`src/pviu_pkg.sv`:
```
// package: register map, bit fields, vectors and carrier types of the vectored irq unit
package pviu_pkg;

  // ------------------------------------------------------------
  // register map
  // ------------------------------------------------------------
  localparam int ADDR_W = 8;
  localparam logic [ADDR_W-1:0] OFS_CTRL_LOW = 8'h00;
  localparam logic [ADDR_W-1:0] OFS_CTRL_HIGH = 8'h01;
  localparam logic [7:0] RST_CTRL_LOW = 8'h00;
  localparam logic [7:0] RST_CTRL_HIGH = 8'h00;
  localparam logic [7:0] RDATA_IDLE = 8'h00;
  // low register fields
  localparam int BIT_GLOBAL_EN = 0;
  localparam int BIT_EXT_EN = 1;
  localparam int BIT_TMR0_EN = 2;
  localparam int BIT_TMR1_EN = 3;
  localparam int BIT_EXT_FLAG = 4;
  localparam int BIT_TMR0_FLAG = 5;
  localparam int BIT_TMR1_FLAG = 6;
  localparam logic [7:0] LOW_WR_MASK = 8'h7F;
  // high register fields
  localparam int BIT_TMR2_EN = 0;
  localparam int BIT_RC_EN = 1;
  localparam int BIT_ADPCM_EN = 2;
  localparam int BIT_CH0_FLAG = 3;
  localparam int BIT_TMR2_FLAG = 4;
  localparam int BIT_RC_FLAG = 5;
  localparam int BIT_ADPCM_FLAG = 6;
  localparam int BIT_CH1_FLAG = 7;

  // ------------------------------------------------------------
  // sources and vectors, highest priority first
  // ------------------------------------------------------------
  localparam int NUM_SRC = 6;
  localparam int SRC_EXT = 0;
  localparam int SRC_TMR0 = 1;
  localparam int SRC_TMR1 = 2;
  localparam int SRC_TMR2 = 3;
  localparam int SRC_RC = 4;
  localparam int SRC_ADPCM = 5;
  localparam logic [7:0] VEC_RESET = 8'h00;
  localparam logic [7:0] VEC_EXT = 8'h04;
  localparam logic [7:0] VEC_TMR0 = 8'h08;
  localparam logic [7:0] VEC_TMR1 = 8'h0C;
  localparam logic [7:0] VEC_TMR2 = 8'h10;
  localparam logic [7:0] VEC_RC = 8'h14;
  localparam logic [7:0] VEC_ADPCM = 8'h18;
  localparam int SYNC_W = 3;
  localparam logic [SYNC_W-1:0] SYNC_RST = 3'h7;

  // ------------------------------------------------------------
  // carrier types
  // ------------------------------------------------------------
  typedef struct packed {
    logic [1:0] chan_empty;
    logic rc_tmr_b_ovf;
    logic rc_tmr_a_ovf;
    logic [2:0] tmr_ovf;
  } pviu_events_t;

  typedef struct packed {
    logic call;
    logic [7:0] vector;
    logic ret_pop;
  } pviu_core_cmd_t;

  typedef struct packed {
    logic [7:0] ctrl_low;
    logic [7:0] ctrl_high;
    logic [SYNC_W-1:0] pin_sync;
    logic [7:0] rdata;
    pviu_core_cmd_t cmd;
    logic wake;
  } pviu_state_t;

endpackage

```
`src/pviu_top.sv`:
```
// prioritized vectored interrupt unit with register port and core call/return interface
//
// The register addresses and strobed register access were left to the implementer.

// Function
// - falling pin edge sets external flag
// - external service needs global, enable, stack room
// - external entry clears its flag and global
// - pin counts only when enabled and input
// - accepted request pushes pc, jumps vector
// - return instruction pops saved program counter
// - stack full holds every request pending
// - flags other than external latch regardless of enables until cleared
// - software reenabling global allows nesting
// - requests taken on second clock phase
// - fixed priority with documented vector table
// - global enable low blocks all sources
// - timer enables at documented bit positions
// - timer flags at documented bit positions
// - timer overflow flags, entry clears flag, global
// - converter timers set flag, vector 14H
// - channel empty sets channel and summary flags
// - adpcm entry clears all three, global
// - any of the six source flags wakes from power down
// - only program counter saved on entry
module pviu_top (
  input wire logic i_core_clk,                          // system clock
  input wire logic i_rst_n,                             // async reset, active low
  input wire logic [pviu_pkg::ADDR_W-1:0] i_addr,       // register address
  input wire logic [7:0] i_wdata,                       // register write data
  input wire logic i_wr,                                // write strobe
  input wire logic i_rd,                                // read strobe
  output logic [7:0] o_rdata,                           // read data, cycle after read
  input wire logic i_port_a_bit_five,                   // external interrupt pin, async
  input wire logic i_port_a_dir_bit_five,               // port direction, 1 = input
  input wire pviu_pkg::pviu_events_t i_events,          // one-cycle peripheral events
  input wire logic i_second_clock_phase,                // sampling phase strobe
  input wire logic i_stack_full,                        // core stack has no room
  input wire logic i_reti,                              // core executes return
  output pviu_pkg::pviu_core_cmd_t o_cmd,               // call, vector, pop
  output logic o_wake                                   // wake request for power down
);

  // ------------------------------------------------------------
  // state
  // ------------------------------------------------------------
  pviu_pkg::pviu_state_t q, d;
  logic [pviu_pkg::NUM_SRC-1:0] req;
  logic [pviu_pkg::NUM_SRC-1:0] grant;
  logic ext_fall;
  logic ext_pin_on;
  logic take;
  logic [7:0] vec;
  logic wr_low;
  logic wr_high;
  logic [7:0] low_wr;
  logic [7:0] high_wr;
  logic [7:0] low_nxt;
  logic [7:0] high_nxt;
  logic entry_ext;
  logic entry_tmr0;
  logic entry_tmr1;
  logic entry_tmr2;
  logic entry_rc;
  logic entry_adpcm;
  logic set_ext;
  logic set_tmr0;
  logic set_tmr1;
  logic set_tmr2;
  logic set_rc;
  logic set_ch0;
  logic set_ch1;
  logic set_adpcm;
  logic [pviu_pkg::NUM_SRC-1:0] pend;
  logic any_pend;
  logic [7:0] rd_mux;

  // ------------------------------------------------------------
  // request decode
  // ------------------------------------------------------------
  always_comb begin
    req[pviu_pkg::SRC_EXT] = q.ctrl_low[pviu_pkg::BIT_EXT_FLAG] & q.ctrl_low[pviu_pkg::BIT_EXT_EN];
    req[pviu_pkg::SRC_TMR0] = q.ctrl_low[pviu_pkg::BIT_TMR0_FLAG] & q.ctrl_low[pviu_pkg::BIT_TMR0_EN];
    req[pviu_pkg::SRC_TMR1] = q.ctrl_low[pviu_pkg::BIT_TMR1_FLAG] & q.ctrl_low[pviu_pkg::BIT_TMR1_EN];
    req[pviu_pkg::SRC_TMR2] = q.ctrl_high[pviu_pkg::BIT_TMR2_FLAG] & q.ctrl_high[pviu_pkg::BIT_TMR2_EN];
    req[pviu_pkg::SRC_RC] = q.ctrl_high[pviu_pkg::BIT_RC_FLAG] & q.ctrl_high[pviu_pkg::BIT_RC_EN];
    req[pviu_pkg::SRC_ADPCM] = q.ctrl_high[pviu_pkg::BIT_ADPCM_FLAG] & q.ctrl_high[pviu_pkg::BIT_ADPCM_EN];
    grant = '0;
    vec = pviu_pkg::VEC_RESET;
    if (req[pviu_pkg::SRC_EXT]) begin
      grant[pviu_pkg::SRC_EXT] = 1'b1;
      vec = pviu_pkg::VEC_EXT;
    end else if (req[pviu_pkg::SRC_TMR0]) begin
      grant[pviu_pkg::SRC_TMR0] = 1'b1;
      vec = pviu_pkg::VEC_TMR0;
    end else if (req[pviu_pkg::SRC_TMR1]) begin
      grant[pviu_pkg::SRC_TMR1] = 1'b1;
      vec = pviu_pkg::VEC_TMR1;
    end else if (req[pviu_pkg::SRC_TMR2]) begin
      grant[pviu_pkg::SRC_TMR2] = 1'b1;
      vec = pviu_pkg::VEC_TMR2;
    end else if (req[pviu_pkg::SRC_RC]) begin
      grant[pviu_pkg::SRC_RC] = 1'b1;
      vec = pviu_pkg::VEC_RC;
    end else if (req[pviu_pkg::SRC_ADPCM]) begin
      grant[pviu_pkg::SRC_ADPCM] = 1'b1;
      vec = pviu_pkg::VEC_ADPCM;
    end
    // taken only on the phase strobe
    take = i_second_clock_phase & q.ctrl_low[pviu_pkg::BIT_GLOBAL_EN] & ~i_stack_full & (|req);
    // pin path needs enable and input direction
    ext_pin_on = q.ctrl_low[pviu_pkg::BIT_EXT_EN] & i_port_a_dir_bit_five;
    ext_fall = q.pin_sync[2] & ~q.pin_sync[1];
  end

  // ------------------------------------------------------------
  // software write view
  // ------------------------------------------------------------
  always_comb begin
    wr_low = i_wr & (i_addr == pviu_pkg::OFS_CTRL_LOW);
    wr_high = i_wr & (i_addr == pviu_pkg::OFS_CTRL_HIGH);
    if (wr_low) begin
      low_wr = i_wdata & pviu_pkg::LOW_WR_MASK;
    end else begin
      low_wr = q.ctrl_low;
    end
    if (wr_high) begin
      high_wr = i_wdata;
    end else begin
      high_wr = q.ctrl_high;
    end
  end

  // ------------------------------------------------------------
  // service entry
  // ------------------------------------------------------------
  always_comb begin
    entry_ext = take & grant[pviu_pkg::SRC_EXT];
    entry_tmr0 = take & grant[pviu_pkg::SRC_TMR0];
    entry_tmr1 = take & grant[pviu_pkg::SRC_TMR1];
    entry_tmr2 = take & grant[pviu_pkg::SRC_TMR2];
    entry_rc = take & grant[pviu_pkg::SRC_RC];
    entry_adpcm = take & grant[pviu_pkg::SRC_ADPCM];
  end

  // ------------------------------------------------------------
  // hardware events
  // ------------------------------------------------------------
  always_comb begin
    set_ext = ext_fall & ext_pin_on;
    set_tmr0 = i_events.tmr_ovf[0];
    set_tmr1 = i_events.tmr_ovf[1];
    set_tmr2 = i_events.tmr_ovf[2];
    set_rc = i_events.rc_tmr_a_ovf | i_events.rc_tmr_b_ovf;
    set_ch0 = i_events.chan_empty[0];
    set_ch1 = i_events.chan_empty[1];
    set_adpcm = set_ch0 | set_ch1;
  end

  // ------------------------------------------------------------
  // low register next value
  // ------------------------------------------------------------
  always_comb begin
    low_nxt = low_wr;
    // global cleared, software may set it again
    if (take) begin
      low_nxt[pviu_pkg::BIT_GLOBAL_EN] = 1'b0;
    end
    if (entry_ext) begin
      low_nxt[pviu_pkg::BIT_EXT_FLAG] = 1'b0;
    end
    if (set_ext) begin
      low_nxt[pviu_pkg::BIT_EXT_FLAG] = 1'b1;
    end
    if (entry_tmr0) begin
      low_nxt[pviu_pkg::BIT_TMR0_FLAG] = 1'b0;
    end
    if (set_tmr0) begin
      low_nxt[pviu_pkg::BIT_TMR0_FLAG] = 1'b1;
    end
    if (entry_tmr1) begin
      low_nxt[pviu_pkg::BIT_TMR1_FLAG] = 1'b0;
    end
    if (set_tmr1) begin
      low_nxt[pviu_pkg::BIT_TMR1_FLAG] = 1'b1;
    end
  end

  // ------------------------------------------------------------
  // high register next value
  // ------------------------------------------------------------
  always_comb begin
    high_nxt = high_wr;
    if (entry_tmr2) begin
      high_nxt[pviu_pkg::BIT_TMR2_FLAG] = 1'b0;
    end
    if (set_tmr2) begin
      high_nxt[pviu_pkg::BIT_TMR2_FLAG] = 1'b1;
    end
    if (entry_rc) begin
      high_nxt[pviu_pkg::BIT_RC_FLAG] = 1'b0;
    end
    if (set_rc) begin
      high_nxt[pviu_pkg::BIT_RC_FLAG] = 1'b1;
    end
    // adpcm entry clears summary and both channels
    if (entry_adpcm) begin
      high_nxt[pviu_pkg::BIT_ADPCM_FLAG] = 1'b0;
      high_nxt[pviu_pkg::BIT_CH0_FLAG] = 1'b0;
      high_nxt[pviu_pkg::BIT_CH1_FLAG] = 1'b0;
    end
    if (set_ch0) begin
      high_nxt[pviu_pkg::BIT_CH0_FLAG] = 1'b1;
    end
    if (set_ch1) begin
      high_nxt[pviu_pkg::BIT_CH1_FLAG] = 1'b1;
    end
    if (set_adpcm) begin
      high_nxt[pviu_pkg::BIT_ADPCM_FLAG] = 1'b1;
    end
  end

  // ------------------------------------------------------------
  // pending flags, enables ignored
  // ------------------------------------------------------------
  always_comb begin
    pend[pviu_pkg::SRC_EXT] = low_nxt[pviu_pkg::BIT_EXT_FLAG];
    pend[pviu_pkg::SRC_TMR0] = low_nxt[pviu_pkg::BIT_TMR0_FLAG];
    pend[pviu_pkg::SRC_TMR1] = low_nxt[pviu_pkg::BIT_TMR1_FLAG];
    pend[pviu_pkg::SRC_TMR2] = high_nxt[pviu_pkg::BIT_TMR2_FLAG];
    pend[pviu_pkg::SRC_RC] = high_nxt[pviu_pkg::BIT_RC_FLAG];
    pend[pviu_pkg::SRC_ADPCM] = high_nxt[pviu_pkg::BIT_ADPCM_FLAG];
    any_pend = |pend;
  end

  // ------------------------------------------------------------
  // read mux
  // ------------------------------------------------------------
  always_comb begin
    rd_mux = pviu_pkg::RDATA_IDLE;
    if (i_rd) begin
      case (i_addr)
        pviu_pkg::OFS_CTRL_LOW: rd_mux = q.ctrl_low;
        pviu_pkg::OFS_CTRL_HIGH: rd_mux = q.ctrl_high;
        default: rd_mux = pviu_pkg::RDATA_IDLE;
      endcase
    end
  end

  // ------------------------------------------------------------
  // next state
  // ------------------------------------------------------------
  always_comb begin
    d = q;
    d.pin_sync = {q.pin_sync[1:0], i_port_a_bit_five};
    // read port
    d.rdata = rd_mux;
    // only the pc is pushed by the core
    d.cmd.call = take;
    d.cmd.vector = take ? vec : pviu_pkg::VEC_RESET;
    d.cmd.ret_pop = i_reti;
    d.ctrl_low = low_nxt;
    d.ctrl_high = high_nxt;
    // any pending flag wakes the part
    d.wake = any_pend;
  end

  // ------------------------------------------------------------
  // registers
  // ------------------------------------------------------------
  always_ff @(posedge i_core_clk or negedge i_rst_n) begin
    if (!i_rst_n) begin
      q.ctrl_low <= pviu_pkg::RST_CTRL_LOW;
      q.ctrl_high <= pviu_pkg::RST_CTRL_HIGH;
      q.pin_sync <= pviu_pkg::SYNC_RST;
      q.rdata <= pviu_pkg::RDATA_IDLE;
      q.cmd.call <= 1'b0;
      q.cmd.vector <= pviu_pkg::VEC_RESET;
      q.cmd.ret_pop <= 1'b0;
      q.wake <= 1'b0;
    end else begin
      q <= d;
    end
  end

  assign o_rdata = q.rdata;
  assign o_cmd = q.cmd;
  assign o_wake = q.wake;

endmodule

```
`config.mk`:
```
export PLATFORM = sky130hd
export DESIGN_NAME = pviu_top
export DESIGN_NICKNAME = d
export VERILOG_FILES = /design/src/pviu_pkg.sv /design/src/pviu_top.sv
export SDC_FILE = /design/constraint.sdc
export NUM_CORES = 1
export LEC_CHECK = 0
export ABC_AREA = 1
export BUFFER_PORTS_ARGS = -buffer_cell sky130_fd_sc_hd__buf_2
export CAP_MARGIN = 20
export CORE_ASPECT_RATIO = 0.9
export CORE_UTILIZATION = 45
export DETAILED_ROUTE_END_ITERATION = 10
export PLACE_DENSITY = 0.69
export SYNTH_ARGS = -nofsm -noshare
export SYNTH_HDL_FRONTEND = slang
export SYNTH_SLANG_ARGS = --single-unit
```
`constraint.sdc`:
```
create_clock -name i_core_clk -period 2.5 [get_ports i_core_clk]
set_clock_uncertainty 0.05 [all_clocks]
set_input_delay 0.125 -clock i_core_clk [delete_from_list [all_inputs] [get_ports i_core_clk]]
set_output_delay 0.125 -clock i_core_clk [all_outputs]
set_load 0.03 [all_outputs]
```
==> results.json <==
{
  "r2r_setup_slack_ns": 1.05,
  "intPower_mw": 0.769,
  "die_w_um": 65.9,
  "ys_types": 22,
  "hold_depth": 3,
  "cts_tree": "done",
  "drt-wirelength-per-cell_um": 11.5,
  "min_delay_worst_endpoint": "q[26]$_DFF_PN0_",
  "holdWs_ns": 0.00929,
  "io_buffers": 45,
  "seqPwrFrac_pct": 53.2,
  "nNetsFinal": 275,
  "period_share_pct": 57.9,
  "num_vias": 1328,
  "post-route-util_pct": 56.4,
  "met3_usage_pct": 5.19,
  "cts_resized": 0,
  "fp-row-count": 20,
  "required_ns": 2.61,
  "synthMuxAreaShare_pct": 0,
  "min_period_ns": 1.45,
  "drc": 0,
  "total_power_mw": 1.03,
  "root_buffer": "clkbuf_8",
  "start_util_pct": 47.9,
  "wl_um": 3290,
  "critPathLaunchType": "flip-flop",
  "grt_pass1_vias": 1250,
  "setup_viol": 0,
  "netlist_area_sq_um": 1660,
  "htreeDepth": 2,
  "viasPerCell": 4.63,
  "antenna_cells": 0,
  "peakVddDrop_mv": 0.310,
  "synth_top_family_by_area": "simple AND/OR/NAND/NOR gates",
  "drv_cap": 0,
  "drt-initial-drc-count": 65,
  "first_pass_iters": 4,
  "cts_buffer_depth": 2,
  "place_congestion": 0.964,
  "crit_path_end_kind": "flip-flop",
  "drive_gt1_share_pct": 29.2,
  "hold_violations": 0,
  "worstSkewPairLatency_ns": 0.28,
  "worstHoldStart": "i_events[2]",
  "max_slew.worst_pin.slew_ns": 0.682,
  "overflow": 0,
  "syn_to_final_growth_pct": 17.7,
  "criticalPathCategory": "reg -> reg",
  "busiest_layer": "met2",
  "grt_use_met1_pct": 27.8,
  "clkPwrFrac_pct": 35.3,
  "final-max-slew-violation-count": 0,
  "synth-xor-area-share_pct": 0,
  "comb_power_share_pct": 11.5,
  "fmax_mhz": 691,
  "layout_commonest_cell": "buf_2",
  "die_h_um": 59.5,
  "mostFrequentLayoutCells": "45 x buf_2, 39 x nand2_1, 32 x inv_1",
  "reg2regPathDepth": 8,
  "cp_max_fo": 5,
  "grt_max_degree": 33,
  "antenna_found_initial": 0,
  "grtUsageMet2_pct": 29.9,
  "cts_made_buffers": 5,
  "synthSimpleGateAreaFrac_pct": 28.7,
  "yosysWarnings": 0,
  "r2r-end": "o_wake$_DFF_PN0_",
  "cts.clk_slew.worst_paths_ns": 0.06,
  "r2r_start": "q[31]$_DFFE_PN0P_",
  "setup_tns_ns": 0,
  "relSlewSlack_pct": 54.6,
  "track_usage_pct": 20.0,
  "crit_arrival_ns": 1.56,
  "rsz0062_at_grt": "no",
  "cts.sinks": 32,
  "avgSynthCellArea_sq_um": 8.28,
  "outcome": "finished, final reports clean",
  "fp.coreArea_sq_um": 3450,
  "pwr_density_cell_nw_per_um2": 528,
  "hpwl_um": 2480,
  "final_antenna_net_count": 0,
  "cts_setup_buffers": 0,
  "switching_share_pct": 25.2,
  "pin_count": 51,
  "switching_power_mw": 0.260,
  "synthAdderAreaFrac_pct": 0,
  "synthCells": 200,
  "power.leakage_nw": 1.14,
  "grt_pass1_wl_um": 5690,
  "fill_cells": 326,
  "yosysSeqAreaShare_pct": 48.6,
  "min_path_type": "in -> reg",
  "ys_seq_elements": 32,
  "dieArea_sq_um": 3930,
  "synth_compound_area_share_pct": 6.27
}
## cell families (layout without fill, tap and decap cells)
| group | Yosys count | after routing |
|---|---|---|
| and+or+nand+nor | 96 | 96 |
| buffers and inverters | 53 | 92 |
| DFF | 32 | 32 |
| AOI/OAI and AO/OA | 18 | 18 |
| other | 1 | 5 |
## per-stage QoR
stage / worst slack, ns / std cells / cell area (sq um)
2_1_floorplan: 1.22 / 204 / 1670
3_3_place_gp: 1.10 / 274 / 1810
3_5_place_dp: 1.08 / 274 / 1810
4_1_cts: 1.06 / 287 / 1950
5_1_grt: 0.905 / 287 / 1950
6_report: 1.05 / 287 / 1950
## per-layer routing
metal / routed length, um / part of all wire, % / up-vias
li1: - / - / 684
met5: 0 / 0 / -
met2: 1420 / 43 / 49
met4: 57 / 1.7 / 0
met3: 190 / 5.8 / 9
met1: 1630 / 49 / 586
## registers in the layout (all words and copies together) (netlist names)
name / count
d: 2
o_rdata: 8
q: 16
o_wake: 1
o_cmd: 5
## final cells by class
class                      count  area (sq um)  share of cell area, %
timing repair buffer          51           285                   14.6
inverter                      34           128                   6.55
clock buffer                   6          72.6                   3.73
multi-input combinational    119           598                   30.7
tap                           44          55.1                   2.83
clock inverter                 1          5.00                  0.257
sequential                    32           805                   41.3
## worst max-delay path by stage
stage | from | to
finish | q[31]$_DFFE_PN0P_ | o_wake$_DFF_PN0_
global route | q[31]$_DFFE_PN0P_ | o_wake$_DFF_PN0_
CTS | q[31]$_DFFE_PN0P_ | o_wake$_DFF_PN0_
detailed placement | q[31]$_DFFE_PN0P_ | o_wake$_DFF_PN0_
global placement | q[35]$_DFF_PN0_ | o_wake$_DFF_PN0_
floorplan | q[31]$_DFFE_PN0P_ | o_wake$_DFF_PN0_
## power groups by stage
stage                     clock, mW  combinational, mW  sequential (mW)
after floorplan                   0             0.0720            0.553
after global placement            0              0.112            0.555
after detailed placement          0              0.113            0.556
after CTS                     0.375              0.120            0.547
after global routing          0.398              0.134            0.549
final                         0.364              0.118            0.547
## timing repair
item / CTS / global route
hold buffers: 6 / 0
hold endpoints to repair: 34 / 0
endpoints found under the setup margin: 0 / 0
## worst max-delay path, cell delays in order, from the launching register on
cell and delay (ns):
dfrtp_1 0.41, nand2_1 0.15, nand3_1 0.16, nor2_4 0.13, nand2_2 0.07, nand3_1 0.09, nand2_1 0.09, nor2_2 0.11
nand3_1 0.06
## synthesized netlist by cell type
library cell	count	area, sq um
nor2_4	4	45.0
dfstp_2	3	78.8
nand4_1	2	12.5
nand2_1	39	146
nand3_1	22	110
nor2_2	3	18.8
buf_4	18	135
nor3_1	1	5.00
nor2_1	17	63.8
nor2_8	1	20.0
o32ai_1	2	17.5
inv_2	2	7.51
conb_1	1	3.75
a31o_1	1	8.76
a21oi_1	1	5.00
o21ai_0	13	65.1
buf_2	1	5.00
inv_1	32	120
nand2_4	2	22.5
dfrtp_1	29	726
o21bai_1	1	7.51
nand2_2	5	31.3
(Power assumes the default switching activity.)
